[src/core/pws_pkg.sv]
package pws_pkg;

  // register addresses on the plain register port
  localparam logic [4:0] ADR_UNIT_CTRL = 5'h00;
  localparam logic [4:0] ADR_DUTY_LOW = 5'h01;
  localparam logic [4:0] ADR_DUTY_SHADOW = 5'h02;
  localparam logic [4:0] ADR_PERIOD = 5'h03;
  localparam logic [4:0] ADR_PERIOD_CTRL = 5'h04;
  localparam logic [4:0] ADR_PERIOD_COUNT = 5'h05;
  localparam logic [4:0] ADR_WIDE_CTRL = 5'h06;
  localparam logic [4:0] ADR_WIDE_LOW = 5'h07;
  localparam logic [4:0] ADR_WIDE_HIGH = 5'h08;
  localparam logic [4:0] ADR_FLAGS_ONE = 5'h09;
  localparam logic [4:0] ADR_ENABLE_ONE = 5'h0a;
  localparam logic [4:0] ADR_FLAGS_TWO = 5'h0b;
  localparam logic [4:0] ADR_ENABLE_TWO = 5'h0c;
  localparam logic [4:0] ADR_PORT_C_DIR = 5'h0d;
  localparam logic [4:0] ADR_PORT_D_DIR = 5'h0e;
  localparam logic [4:0] ADR_INT_CTRL = 5'h0f;
  localparam logic [4:0] ADR_CMP_CTRL = 5'h10;

  // values after reset
  localparam logic [5:0] RST_UNIT_CTRL = 6'h00;
  localparam logic [6:0] RST_PERIOD_CTRL = 7'h00;
  localparam logic [7:0] RST_BYTE = 8'h00;
  localparam logic [7:0] RST_DIR = 8'hff;
  localparam logic [7:0] RST_PERIOD = 8'hff;
  localparam logic [1:0] RST_CMP_CTRL = 2'h2;

  // field positions
  localparam int DUTY_LO_POS = 4;
  localparam int MODE_HI_POS = 2;
  localparam int RUN_POS = 2;
  localparam int POST_POS = 3;
  localparam int FLAG_UNIT_ONE = 2;
  localparam int FLAG_MATCH = 1;
  localparam int FLAG_UNIT_TWO = 0;
  localparam logic [7:0] FLAGS_TWO_MASK = 8'hf5;

  // encodings
  localparam logic [1:0] MODE_PWM = 2'h3;
  localparam logic [1:0] PRE_DIV1 = 2'h0;
  localparam logic [1:0] PRE_DIV4 = 2'h1;

  // clocks per timer step at each prescale, minus one
  localparam logic [5:0] PRE_LAST_1 = 6'h03;
  localparam logic [5:0] PRE_LAST_4 = 6'h0f;
  localparam logic [5:0] PRE_LAST_16 = 6'h3f;

endpackage

[src/core/pws_top.sv]
`timescale 1ns/10ps
// Functional notes
// any reset makes all port pins inputs and resets unit registers
// software first sets the pwm pin direction bit to input
// software then writes the cycle length into the period register
// software then selects pwm mode in the unit control register
// software writes duty upper byte and two low bits in control
// software clears the period match flag before starting the timer
// software selects prescale, then sets the timer run bit
// software enables the pin driver after the match flag sets
// control: duty low bits 5:4, mode 3:0, bits 7:6 read zero
// duty bytes unknown at power-on, kept through other resets
// timer control: postscale 6:3, run 2, prescale 1:0, bit 7 zero
// wide timer control clears at power-on only, kept otherwise
// wide timer bytes unknown at power-on, kept otherwise
// period timer count clears on other resets
// port direction registers reset to all ones on every reset
// flag/enable: unit one bit 2, match bit 1, unit two bit 0
// on match the timer clears, pin sets unless duty zero, duty shadows
// pin clears when ten-bit time base equals shadowed duty
// pin stays undriven while its direction bit selects input
module pws_top
  import pws_pkg::*;
#(
  parameter int unsigned PWM_PIN_BIT = 2
) (
  // clock, resets and enable
  input wire logic core_clk_i,
  input wire logic nrst_i,
  input wire logic npor_i,
  input wire logic ce_i,
  // register port
  input wire logic [4:0] reg_addr_i,
  input wire logic [7:0] reg_wdata_i,
  input wire logic reg_wr_i,
  input wire logic reg_rd_i,
  output logic [7:0] reg_rdata_o,
  // pins
  output logic pwm_pin_o,
  output logic pwm_pin_oe_o,
  output logic [7:0] port_c_oe_o,
  output logic [7:0] port_d_oe_o,
  // interrupt
  output logic irq_o
);

  // state set to its reset values by any reset
  typedef struct packed {
    logic [5:0] unit_ctrl;
    logic [7:0] period_reg;
    logic [6:0] t2_ctrl;
    logic [7:0] t2_count;
    logic [3:0] post_cnt;
    logic [7:0] flags_one;
    logic [7:0] enable_one;
    logic [7:0] flags_two;
    logic [7:0] enable_two;
    logic [7:0] dir_c;
    logic [7:0] dir_d;
    logic [7:0] int_ctrl;
    logic [1:0] cmp_ctrl;
    logic [7:0] rdata;
  } pws_st_t;

  // state that no reset touches
  typedef struct packed {
    logic [7:0] duty_low;
    logic [7:0] shadow_hi;
    logic [1:0] shadow_lo;
    logic [7:0] wide_lo;
    logic [7:0] wide_hi;
  } pws_hold_t;

  pws_st_t st_ff;
  pws_st_t nxt_st;
  pws_hold_t hold_ff;
  pws_hold_t nxt_hold;
  logic [7:0] wide_ctrl_ff;
  logic [7:0] nxt_wide_ctrl;

  logic pwm_mode;
  logic pre_inc;
  logic [1:0] pre_frac;
  logic pre_clr;
  logic t2_match;
  logic reload;
  logic match_evt;
  logic duty_zero;
  logic pwm_level;
  logic wr_count;
  logic [9:0] base;
  logic [9:0] duty_shadow;

  // decode of common conditions
  assign pwm_mode = st_ff.unit_ctrl[3:MODE_HI_POS] == MODE_PWM;
  assign wr_count = reg_wr_i && (reg_addr_i == ADR_PERIOD_COUNT);
  assign pre_clr = wr_count
    || (reg_wr_i && (reg_addr_i == ADR_PERIOD_CTRL));
  assign t2_match = st_ff.t2_count == st_ff.period_reg;
  assign reload = pre_inc && t2_match && !wr_count;
  assign duty_zero = {hold_ff.duty_low,
    st_ff.unit_ctrl[5:DUTY_LO_POS]} == 10'h000;
  // next time base: the pin falls on the edge that reaches the duty
  assign base = {nxt_st.t2_count, pre_frac};
  assign duty_shadow = {hold_ff.shadow_hi, hold_ff.shadow_lo};
  assign match_evt = reload
    && (st_ff.post_cnt == st_ff.t2_ctrl[6:POST_POS]);

  // timer step source
  pws_prescaler u_pre (
    .core_clk_i(core_clk_i),
    .nrst_i(nrst_i),
    .ce_i(ce_i),
    .run_i(st_ff.t2_ctrl[RUN_POS]),
    .clr_i(pre_clr),
    .sel_i(st_ff.t2_ctrl[1:0]),
    .frac_o(pre_frac),
    .inc_o(pre_inc)
  );

  // waveform latch
  pws_pwm_out u_out (
    .core_clk_i(core_clk_i),
    .nrst_i(nrst_i),
    .ce_i(ce_i),
    .en_i(pwm_mode),
    .reload_i(reload),
    .duty_zero_i(duty_zero),
    .base_i(base),
    .duty_i(duty_shadow),
    .level_o(pwm_level)
  );

  // pin drivers follow the direction bits
  assign port_c_oe_o = ~st_ff.dir_c;
  assign port_d_oe_o = ~st_ff.dir_d;
  assign pwm_pin_oe_o = !st_ff.dir_c[PWM_PIN_BIT] && pwm_mode;
  assign pwm_pin_o = pwm_level;
  assign reg_rdata_o = st_ff.rdata;

  // level interrupt from unmasked sticky flags
  assign irq_o = |(st_ff.flags_one & st_ff.enable_one)
    || |(st_ff.flags_two & st_ff.enable_two);

  // next state: writes, timer, flags and read data
  always_comb begin
    nxt_st = st_ff;
    nxt_hold = hold_ff;
    nxt_wide_ctrl = wide_ctrl_ff;
    nxt_st.rdata = 8'h00;
    // register writes
    if (reg_wr_i) begin
      if (reg_addr_i == ADR_UNIT_CTRL) begin
        nxt_st.unit_ctrl = reg_wdata_i[5:0];
      end else if (reg_addr_i == ADR_DUTY_LOW) begin
        nxt_hold.duty_low = reg_wdata_i;
      end else if (reg_addr_i == ADR_DUTY_SHADOW) begin
        // shadow is read-only while the unit runs pwm
        if (!pwm_mode) begin
          nxt_hold.shadow_hi = reg_wdata_i;
        end
      end else if (reg_addr_i == ADR_PERIOD) begin
        nxt_st.period_reg = reg_wdata_i;
      end else if (reg_addr_i == ADR_PERIOD_CTRL) begin
        nxt_st.t2_ctrl = reg_wdata_i[6:0];
        nxt_st.post_cnt = 4'h0;
      end else if (reg_addr_i == ADR_PERIOD_COUNT) begin
        nxt_st.t2_count = reg_wdata_i;
      end else if (reg_addr_i == ADR_WIDE_CTRL) begin
        nxt_wide_ctrl = reg_wdata_i;
      end else if (reg_addr_i == ADR_WIDE_LOW) begin
        nxt_hold.wide_lo = reg_wdata_i;
      end else if (reg_addr_i == ADR_WIDE_HIGH) begin
        nxt_hold.wide_hi = reg_wdata_i;
      end else if (reg_addr_i == ADR_FLAGS_ONE) begin
        nxt_st.flags_one = reg_wdata_i;
      end else if (reg_addr_i == ADR_ENABLE_ONE) begin
        nxt_st.enable_one = reg_wdata_i;
      end else if (reg_addr_i == ADR_FLAGS_TWO) begin
        nxt_st.flags_two = reg_wdata_i & FLAGS_TWO_MASK;
      end else if (reg_addr_i == ADR_ENABLE_TWO) begin
        nxt_st.enable_two = reg_wdata_i & FLAGS_TWO_MASK;
      end else if (reg_addr_i == ADR_PORT_C_DIR) begin
        nxt_st.dir_c = reg_wdata_i;
      end else if (reg_addr_i == ADR_PORT_D_DIR) begin
        nxt_st.dir_d = reg_wdata_i;
      end else if (reg_addr_i == ADR_INT_CTRL) begin
        nxt_st.int_ctrl = reg_wdata_i;
      end else if (reg_addr_i == ADR_CMP_CTRL) begin
        nxt_st.cmp_ctrl = reg_wdata_i[1:0];
      end
    end
    // period timer step and wrap
    if (pre_inc && !wr_count) begin
      if (t2_match) begin
        nxt_st.t2_count = 8'h00;
      end else begin
        nxt_st.t2_count = st_ff.t2_count + 8'h01;
      end
    end
    // postscaler counts period matches
    if (reload && !pre_clr) begin
      if (match_evt) begin
        nxt_st.post_cnt = 4'h0;
      end else begin
        nxt_st.post_cnt = st_ff.post_cnt + 4'h1;
      end
    end
    // duty double buffer loads at period start
    if (reload && pwm_mode) begin
      nxt_hold.shadow_hi = hold_ff.duty_low;
      nxt_hold.shadow_lo = st_ff.unit_ctrl[5:DUTY_LO_POS];
    end
    // reads, with read-to-clear of the flag registers
    if (reg_rd_i) begin
      if (reg_addr_i == ADR_UNIT_CTRL) begin
        nxt_st.rdata = {2'b00, st_ff.unit_ctrl};
      end else if (reg_addr_i == ADR_DUTY_LOW) begin
        nxt_st.rdata = hold_ff.duty_low;
      end else if (reg_addr_i == ADR_DUTY_SHADOW) begin
        nxt_st.rdata = hold_ff.shadow_hi;
      end else if (reg_addr_i == ADR_PERIOD) begin
        nxt_st.rdata = st_ff.period_reg;
      end else if (reg_addr_i == ADR_PERIOD_CTRL) begin
        nxt_st.rdata = {1'b0, st_ff.t2_ctrl};
      end else if (reg_addr_i == ADR_PERIOD_COUNT) begin
        nxt_st.rdata = st_ff.t2_count;
      end else if (reg_addr_i == ADR_WIDE_CTRL) begin
        nxt_st.rdata = wide_ctrl_ff;
      end else if (reg_addr_i == ADR_WIDE_LOW) begin
        nxt_st.rdata = hold_ff.wide_lo;
      end else if (reg_addr_i == ADR_WIDE_HIGH) begin
        nxt_st.rdata = hold_ff.wide_hi;
      end else if (reg_addr_i == ADR_FLAGS_ONE) begin
        nxt_st.rdata = st_ff.flags_one;
        nxt_st.flags_one = 8'h00;
      end else if (reg_addr_i == ADR_ENABLE_ONE) begin
        nxt_st.rdata = st_ff.enable_one;
      end else if (reg_addr_i == ADR_FLAGS_TWO) begin
        nxt_st.rdata = st_ff.flags_two;
        nxt_st.flags_two = 8'h00;
      end else if (reg_addr_i == ADR_ENABLE_TWO) begin
        nxt_st.rdata = st_ff.enable_two;
      end else if (reg_addr_i == ADR_PORT_C_DIR) begin
        nxt_st.rdata = st_ff.dir_c;
      end else if (reg_addr_i == ADR_PORT_D_DIR) begin
        nxt_st.rdata = st_ff.dir_d;
      end else if (reg_addr_i == ADR_INT_CTRL) begin
        nxt_st.rdata = st_ff.int_ctrl;
      end else if (reg_addr_i == ADR_CMP_CTRL) begin
        nxt_st.rdata = {6'h00, st_ff.cmp_ctrl};
      end else begin
        nxt_st.rdata = 8'h00;
      end
    end
    // hardware set wins over clear by read or write
    if (match_evt) begin
      nxt_st.flags_one[FLAG_MATCH] = 1'b1;
    end
  end

  // any reset: control, count, flags and directions
  always_ff @(posedge core_clk_i or negedge nrst_i) begin
    if (!nrst_i) begin
      st_ff.unit_ctrl <= RST_UNIT_CTRL;
      st_ff.period_reg <= RST_PERIOD;
      st_ff.t2_ctrl <= RST_PERIOD_CTRL;
      st_ff.t2_count <= RST_BYTE;
      st_ff.post_cnt <= 4'h0;
      st_ff.flags_one <= RST_BYTE;
      st_ff.enable_one <= RST_BYTE;
      st_ff.flags_two <= RST_BYTE;
      st_ff.enable_two <= RST_BYTE;
      st_ff.dir_c <= RST_DIR;
      st_ff.dir_d <= RST_DIR;
      st_ff.int_ctrl <= RST_BYTE;
      st_ff.cmp_ctrl <= RST_CMP_CTRL;
      st_ff.rdata <= RST_BYTE;
    end else if (ce_i) begin
      st_ff <= nxt_st;
    end
  end

  // power-on only: wide timer control
  always_ff @(posedge core_clk_i or negedge npor_i) begin
    if (!npor_i) begin
      wide_ctrl_ff <= RST_BYTE;
    end else if (ce_i) begin
      wide_ctrl_ff <= nxt_wide_ctrl;
    end
  end

  // unknown at power-on, untouched by later resets
  always_ff @(posedge core_clk_i) begin
    if (ce_i) begin
      hold_ff <= nxt_hold;
    end
  end
endmodule

[src/core/pws_prescaler.sv]
`timescale 1ns/10ps
module pws_prescaler
  import pws_pkg::*;
(
  // clock and reset
  input wire logic core_clk_i,
  input wire logic nrst_i,
  input wire logic ce_i,
  // control
  input wire logic run_i,
  input wire logic clr_i,
  input wire logic [1:0] sel_i,
  // time base outputs
  output logic [1:0] frac_o,
  output logic inc_o
);

  typedef struct packed {
    logic [5:0] cnt;
  } pws_pre_st_t;

  pws_pre_st_t st_ff;
  pws_pre_st_t nxt_st;
  logic [5:0] last;

  // terminal count for the chosen ratio
  always_comb begin
    if (sel_i == PRE_DIV1) begin
      last = PRE_LAST_1;
    end else if (sel_i == PRE_DIV4) begin
      last = PRE_LAST_4;
    end else begin
      last = PRE_LAST_16;
    end
    inc_o = run_i && !clr_i && (st_ff.cnt >= last);
  end

  // counter holds while stopped, restarts on clear
  // fine bits come from the next count so the pin flop lands on time
  always_comb begin
    nxt_st = st_ff;
    if (clr_i) begin
      nxt_st.cnt = 6'h00;
    end else if (run_i) begin
      nxt_st.cnt = inc_o ? 6'h00 : st_ff.cnt + 6'h01;
    end
    if (sel_i == PRE_DIV1) begin
      frac_o = nxt_st.cnt[1:0];
    end else if (sel_i == PRE_DIV4) begin
      frac_o = nxt_st.cnt[3:2];
    end else begin
      frac_o = nxt_st.cnt[5:4];
    end
  end

  always_ff @(posedge core_clk_i or negedge nrst_i) begin
    if (!nrst_i) begin
      st_ff <= '0;
    end else if (ce_i) begin
      st_ff <= nxt_st;
    end
  end
endmodule

[src/core/pws_pwm_out.sv]
`timescale 1ns/10ps
module pws_pwm_out
  import pws_pkg::*;
(
  // clock and reset
  input wire logic core_clk_i,
  input wire logic nrst_i,
  input wire logic ce_i,
  // control from the timer
  input wire logic en_i,
  input wire logic reload_i,
  input wire logic duty_zero_i,
  input wire logic [9:0] base_i,
  input wire logic [9:0] duty_i,
  // waveform
  output logic level_o
);

  typedef struct packed {
    logic level;
  } pws_out_st_t;

  pws_out_st_t st_ff;
  pws_out_st_t nxt_st;

  assign level_o = st_ff.level;

  // set at period start, clear at duty match
  always_comb begin
    nxt_st = st_ff;
    if (!en_i) begin
      nxt_st.level = 1'b0;
    end else if (reload_i) begin
      nxt_st.level = !duty_zero_i;
    end else if (base_i == duty_i) begin
      nxt_st.level = 1'b0;
    end
  end

  always_ff @(posedge core_clk_i or negedge nrst_i) begin
    if (!nrst_i) begin
      st_ff <= '0;
    end else if (ce_i) begin
      st_ff <= nxt_st;
    end
  end
endmodule

[config.mk]
export PLATFORM = sky130hd
export DESIGN_NAME = pws_top
export DESIGN_NICKNAME = d
export VERILOG_FILES = /design/src/core/pws_pkg.sv /design/src/core/pws_top.sv /design/src/core/pws_prescaler.sv /design/src/core/pws_pwm_out.sv
export SDC_FILE = /design/constraint.sdc
export NUM_CORES = 1
export LEC_CHECK = 0
export ABC_CLOCK_PERIOD_IN_PS = 2700
export BUFFER_PORTS_ARGS = -buffer_cell sky130_fd_sc_hd__buf_2
export CORE_MARGIN = 1
export CORE_UTILIZATION = 40
export DETAILED_ROUTE_END_ITERATION = 10
export HOLD_SLACK_MARGIN = 0.15
export PLACE_DENSITY_LB_ADDON = 0.08
export SYNTH_ARGS = -nofsm -noshare
export SYNTH_HDL_FRONTEND = slang
export SYNTH_SLANG_ARGS = --single-unit
export TNS_END_PERCENT = 100
[constraint.sdc]
create_clock -name core_clk_i -period 2.7 [get_ports core_clk_i]
set_input_delay 0.135 -clock core_clk_i [delete_from_list [all_inputs] [get_ports core_clk_i]]
set_output_delay 0.135 -clock core_clk_i [all_outputs]
set_load 0.02 [all_outputs]
==> out/summary.txt <==
Status: finished clean
TritonCTS buffer count: 17
Syn avg cell area: 10.57 µm²
Reg area: 0.003856 mm²
Async set or reset register ratio after synthesis: 76.71%
Setup violations, final: 0
H-tree depth: 4
Vias post-DR: 6285
MaxCap Viol Count: 0
Fmax: 0.3919 GHz
DRT Pass-1 Iters: 6
Final Hold Viols: 0
I/O Pins: 46
Max Slew Vio Count: 0
P&R area growth vs syn: 17.04%
Crit path capture type: flop
Wire per inst: 22.80 µm
CTS clock-pin slew for the worst setup and hold paths: 0.06 ns
Peak VDD IR: 0.0003954 V
Initial DRC Count: 528
Final GP Congestion: 0.9464
Min Tclk post-route: 2.552 ns
Final Util: 48.40%
Area contributors post-synth: dfrtp_1 (28%), edfxtp_1 (13%), mux2_2 (9.9%)
Layout cells sized above 1: 29.45%
Die W: 142.2 µm
Number of global-route vias before repair: 6359
Power per standard cell area: 708.7 mW/mm²
Chip Height: 142.2 µm
RSZ-0062 raised after global routing: no
Setup total negative slack: 0 ns
Multi-input gate area in the final layout: 0.003732 mm²
Die Area: 0.02023 mm²
WP data required: 2.99 ns
Mapped Nets: 770
Top cell type's share of synthesized area: 27.68%
Fill count: 1806
Global-route wire length before repair: 38080 µm
Critical path class: reg -> reg
CTS tree: yes
Starting density of the core: 41.36%
WP data arrival: 2.84 ns
Synth cell count leaders: dfrtp_1 (87), mux2_2 (69), o21ai_0 (68)
Most used cell, CP: nor2_1
Initial antenna violation count: 0
Via density: 5.847
Post-synthesis instance area: 0.007865 mm²
Buffers & Inverters on Critical Path: 1
Synth cell types: 66
Clk sink count: 146
Yosys top cell by area: dfrtp_1
Worst Skew: 0.01029 ns
GR Util All Layers: 25.64%
Critical-path cell list: nor2_1, ha_1, a21oi_2, o22ai_4, o211a_4, buf_4, nor2_1, or3b_1, nand4_1, nor4_2, a41oi_1
Post-Route WL: 24520 µm
DP HPWL: 16840 µm
CP delay by family, top: simple AND/OR/NAND/NOR gates
Most common cell in the synthesized netlist: dfrtp_1
Tcrit/Tclk final: 94.50%
Number of I/O port buffers: 45
# nets final: 828
Post-route DRC: 0
CTS root buf: clkbuf_16
Hold crit path type: in -> reg
Tightest Pin Transition: 0.7511 ns
Post-synth EDFFs: 34
Largest net degree at the start of global routing: 69
Clk Latency, worst-skew pair: 0.43 ns
Top_reg_cell synth: dfrtp_1
CTS max path bufs: 2
Routed Antenna Nets: 0
Synth Instances: 744
Post-synthesis sequential area ratio: 49.01%
Slew headroom: 49.54%
GR Overflow Total: 0
CP max FO: 4
Synth Register Bits: 146
Core area: 0.01902 mm²
ANT cells: 0
Standard-cell rows: 50
Startpoint types: flop
Ys Warns: 0
Crit-path slowest cell: dfrtp_2
Critical Path Max Stage Delay: 0.42 ns
LEAKAGE: 0.003805 µW
==> final cells by class <==
type | count | share of cell area [%]
clock buffer | 23 | 5.654
clock inverter | 9 | 0.6932
inverter | 25 | 1.019
multi-input combinational | 520 | 40.55
sequential | 146 | 41.89
tap | 260 | 3.534
timing repair buffer | 92 | 6.660
==> cells in the final DEF (no fill, tap or decap), types with 8 or more instances in the layout <==
cell type / synthesis / final
nand4_1: 8 / 8
a22oi_1: 12 / 12
a211oi_1: 14 / 13
nor2b_1: 16 / 16
o21ai_0: 68 / 67
buf_2: 14 / 44
mux2_2: 69 / 69
nand2_1: 67 / 66
buf_4: 9 / 39
dfrtp_1: 87 / 86
o221ai_1: 8 / 8
nor2_1: 35 / 35
dlygate4sd3_1: 0 / 8
dfstp_2: 25 / 25
nand2b_1: 10 / 10
clkbuf_16: 0 / 19
edfxtp_1: 34 / 34
mux2i_1: 17 / 17
a31oi_1: 14 / 14
and3_1: 10 / 10
nand3_1: 15 / 15
a21oi_1: 30 / 28
xnor2_1: 18 / 18
nor3_1: 13 / 12
inv_1: 25 / 25
==> power breakdown <==
part	switching [µW]	leakage [µW]	total [µW]	internal [µW]
logic	792	0.00187	1400	609
clock network	966	0.000284	2330	1370
registers	240	0.00165	2790	2550
==> kinds of logic after synthesis <==
group / count (synthesis) / share of synthesized area (%)
simple gates: 203 / 13.01
flops: 146 / 49.01
buf+inv: 79 / 4.613
xor+xnor: 24 / 2.673
fa+ha+maj: 7 / 1.114
mux: 91 / 13.47
compound gates: 194 / 16.10
==> flip-flops by register name (all words and copies together), names as in the netlist <==
register / flops
duty_shadow: 10
hold_ff: 24
st_ff: 89
reg_rdata_o: 8
u_pre.st_ff: 6
u_out.level_o: 1
wide_ctrl_ff: 8
==> per-layer routing <==
layer	part of all wire [%]	wire, µm	track usage (%)	up-vias
li1	-	-	-	2852
met1	45	10930	34.30	3170
met2	48	11830	41.77	227
met3	5.0	1237	4.913	36
met4	2.1	515	8.376	0
met5	0	0	0	-
==> worst min-delay path, cell delays in order <==
cell	delay, ns
buf_2	0.27
nand2_1	0.11
o21ai_0	0.07
==> what timing repair did <==
action / in CTS / in global routing
hold buffers: 8 / 0
setup endpoints to repair: 0 / 20
gates resized for setup: 0 / 16
hold endpoints to repair: 61 / 0
setup buffers: 0 / 2
==> stage by stage <==
| step | instances | setup slack [ns] | power, µW | hold WS [ns] | instance area, µm² |
|---|---|---|---|---|---|
| after global routing | 1075 | 0.01935 | 6835 | 0.1772 | 9205 |
| after floorplan | 744 | 0.02797 | 3674 | -0.1606 | 7865 |
| after detailed placement | 1032 | 0.02230 | 4156 | -0.008771 | 8439 |
| after global placement | 1032 | 0.07487 | 4132 | -0.004841 | 8439 |
| after CTS | 1072 | 0.005194 | 6501 | 0.1532 | 9104 |
| final | 1075 | 0.1484 | 6523 | 0.1728 | 9205 |
==> final timing paths <==
| kind | startpoint | endpoint | slack [ns] | cells past startpoint |
|---|---|---|---|---|
| hold / removal | reg_wdata_i[4] | st_ff[22] | 0.17 | 3 |
| setup reg to reg | st_ff[79] | u_out.level_o | 0.15 | 11 |
| max in group asynchronous | nrst_i | st_ff[90] | 1.66 | 3 |
| min in group asynchronous | nrst_i | u_pre.st_ff[2] | 0.22 | 2 |
| setup / recovery | st_ff[79] | u_out.level_o | 0.15 | 11 |
| hold reg to reg | st_ff[43] | st_ff[43] | 0.48 | 1 |
(Power assumes the default switching activity.)
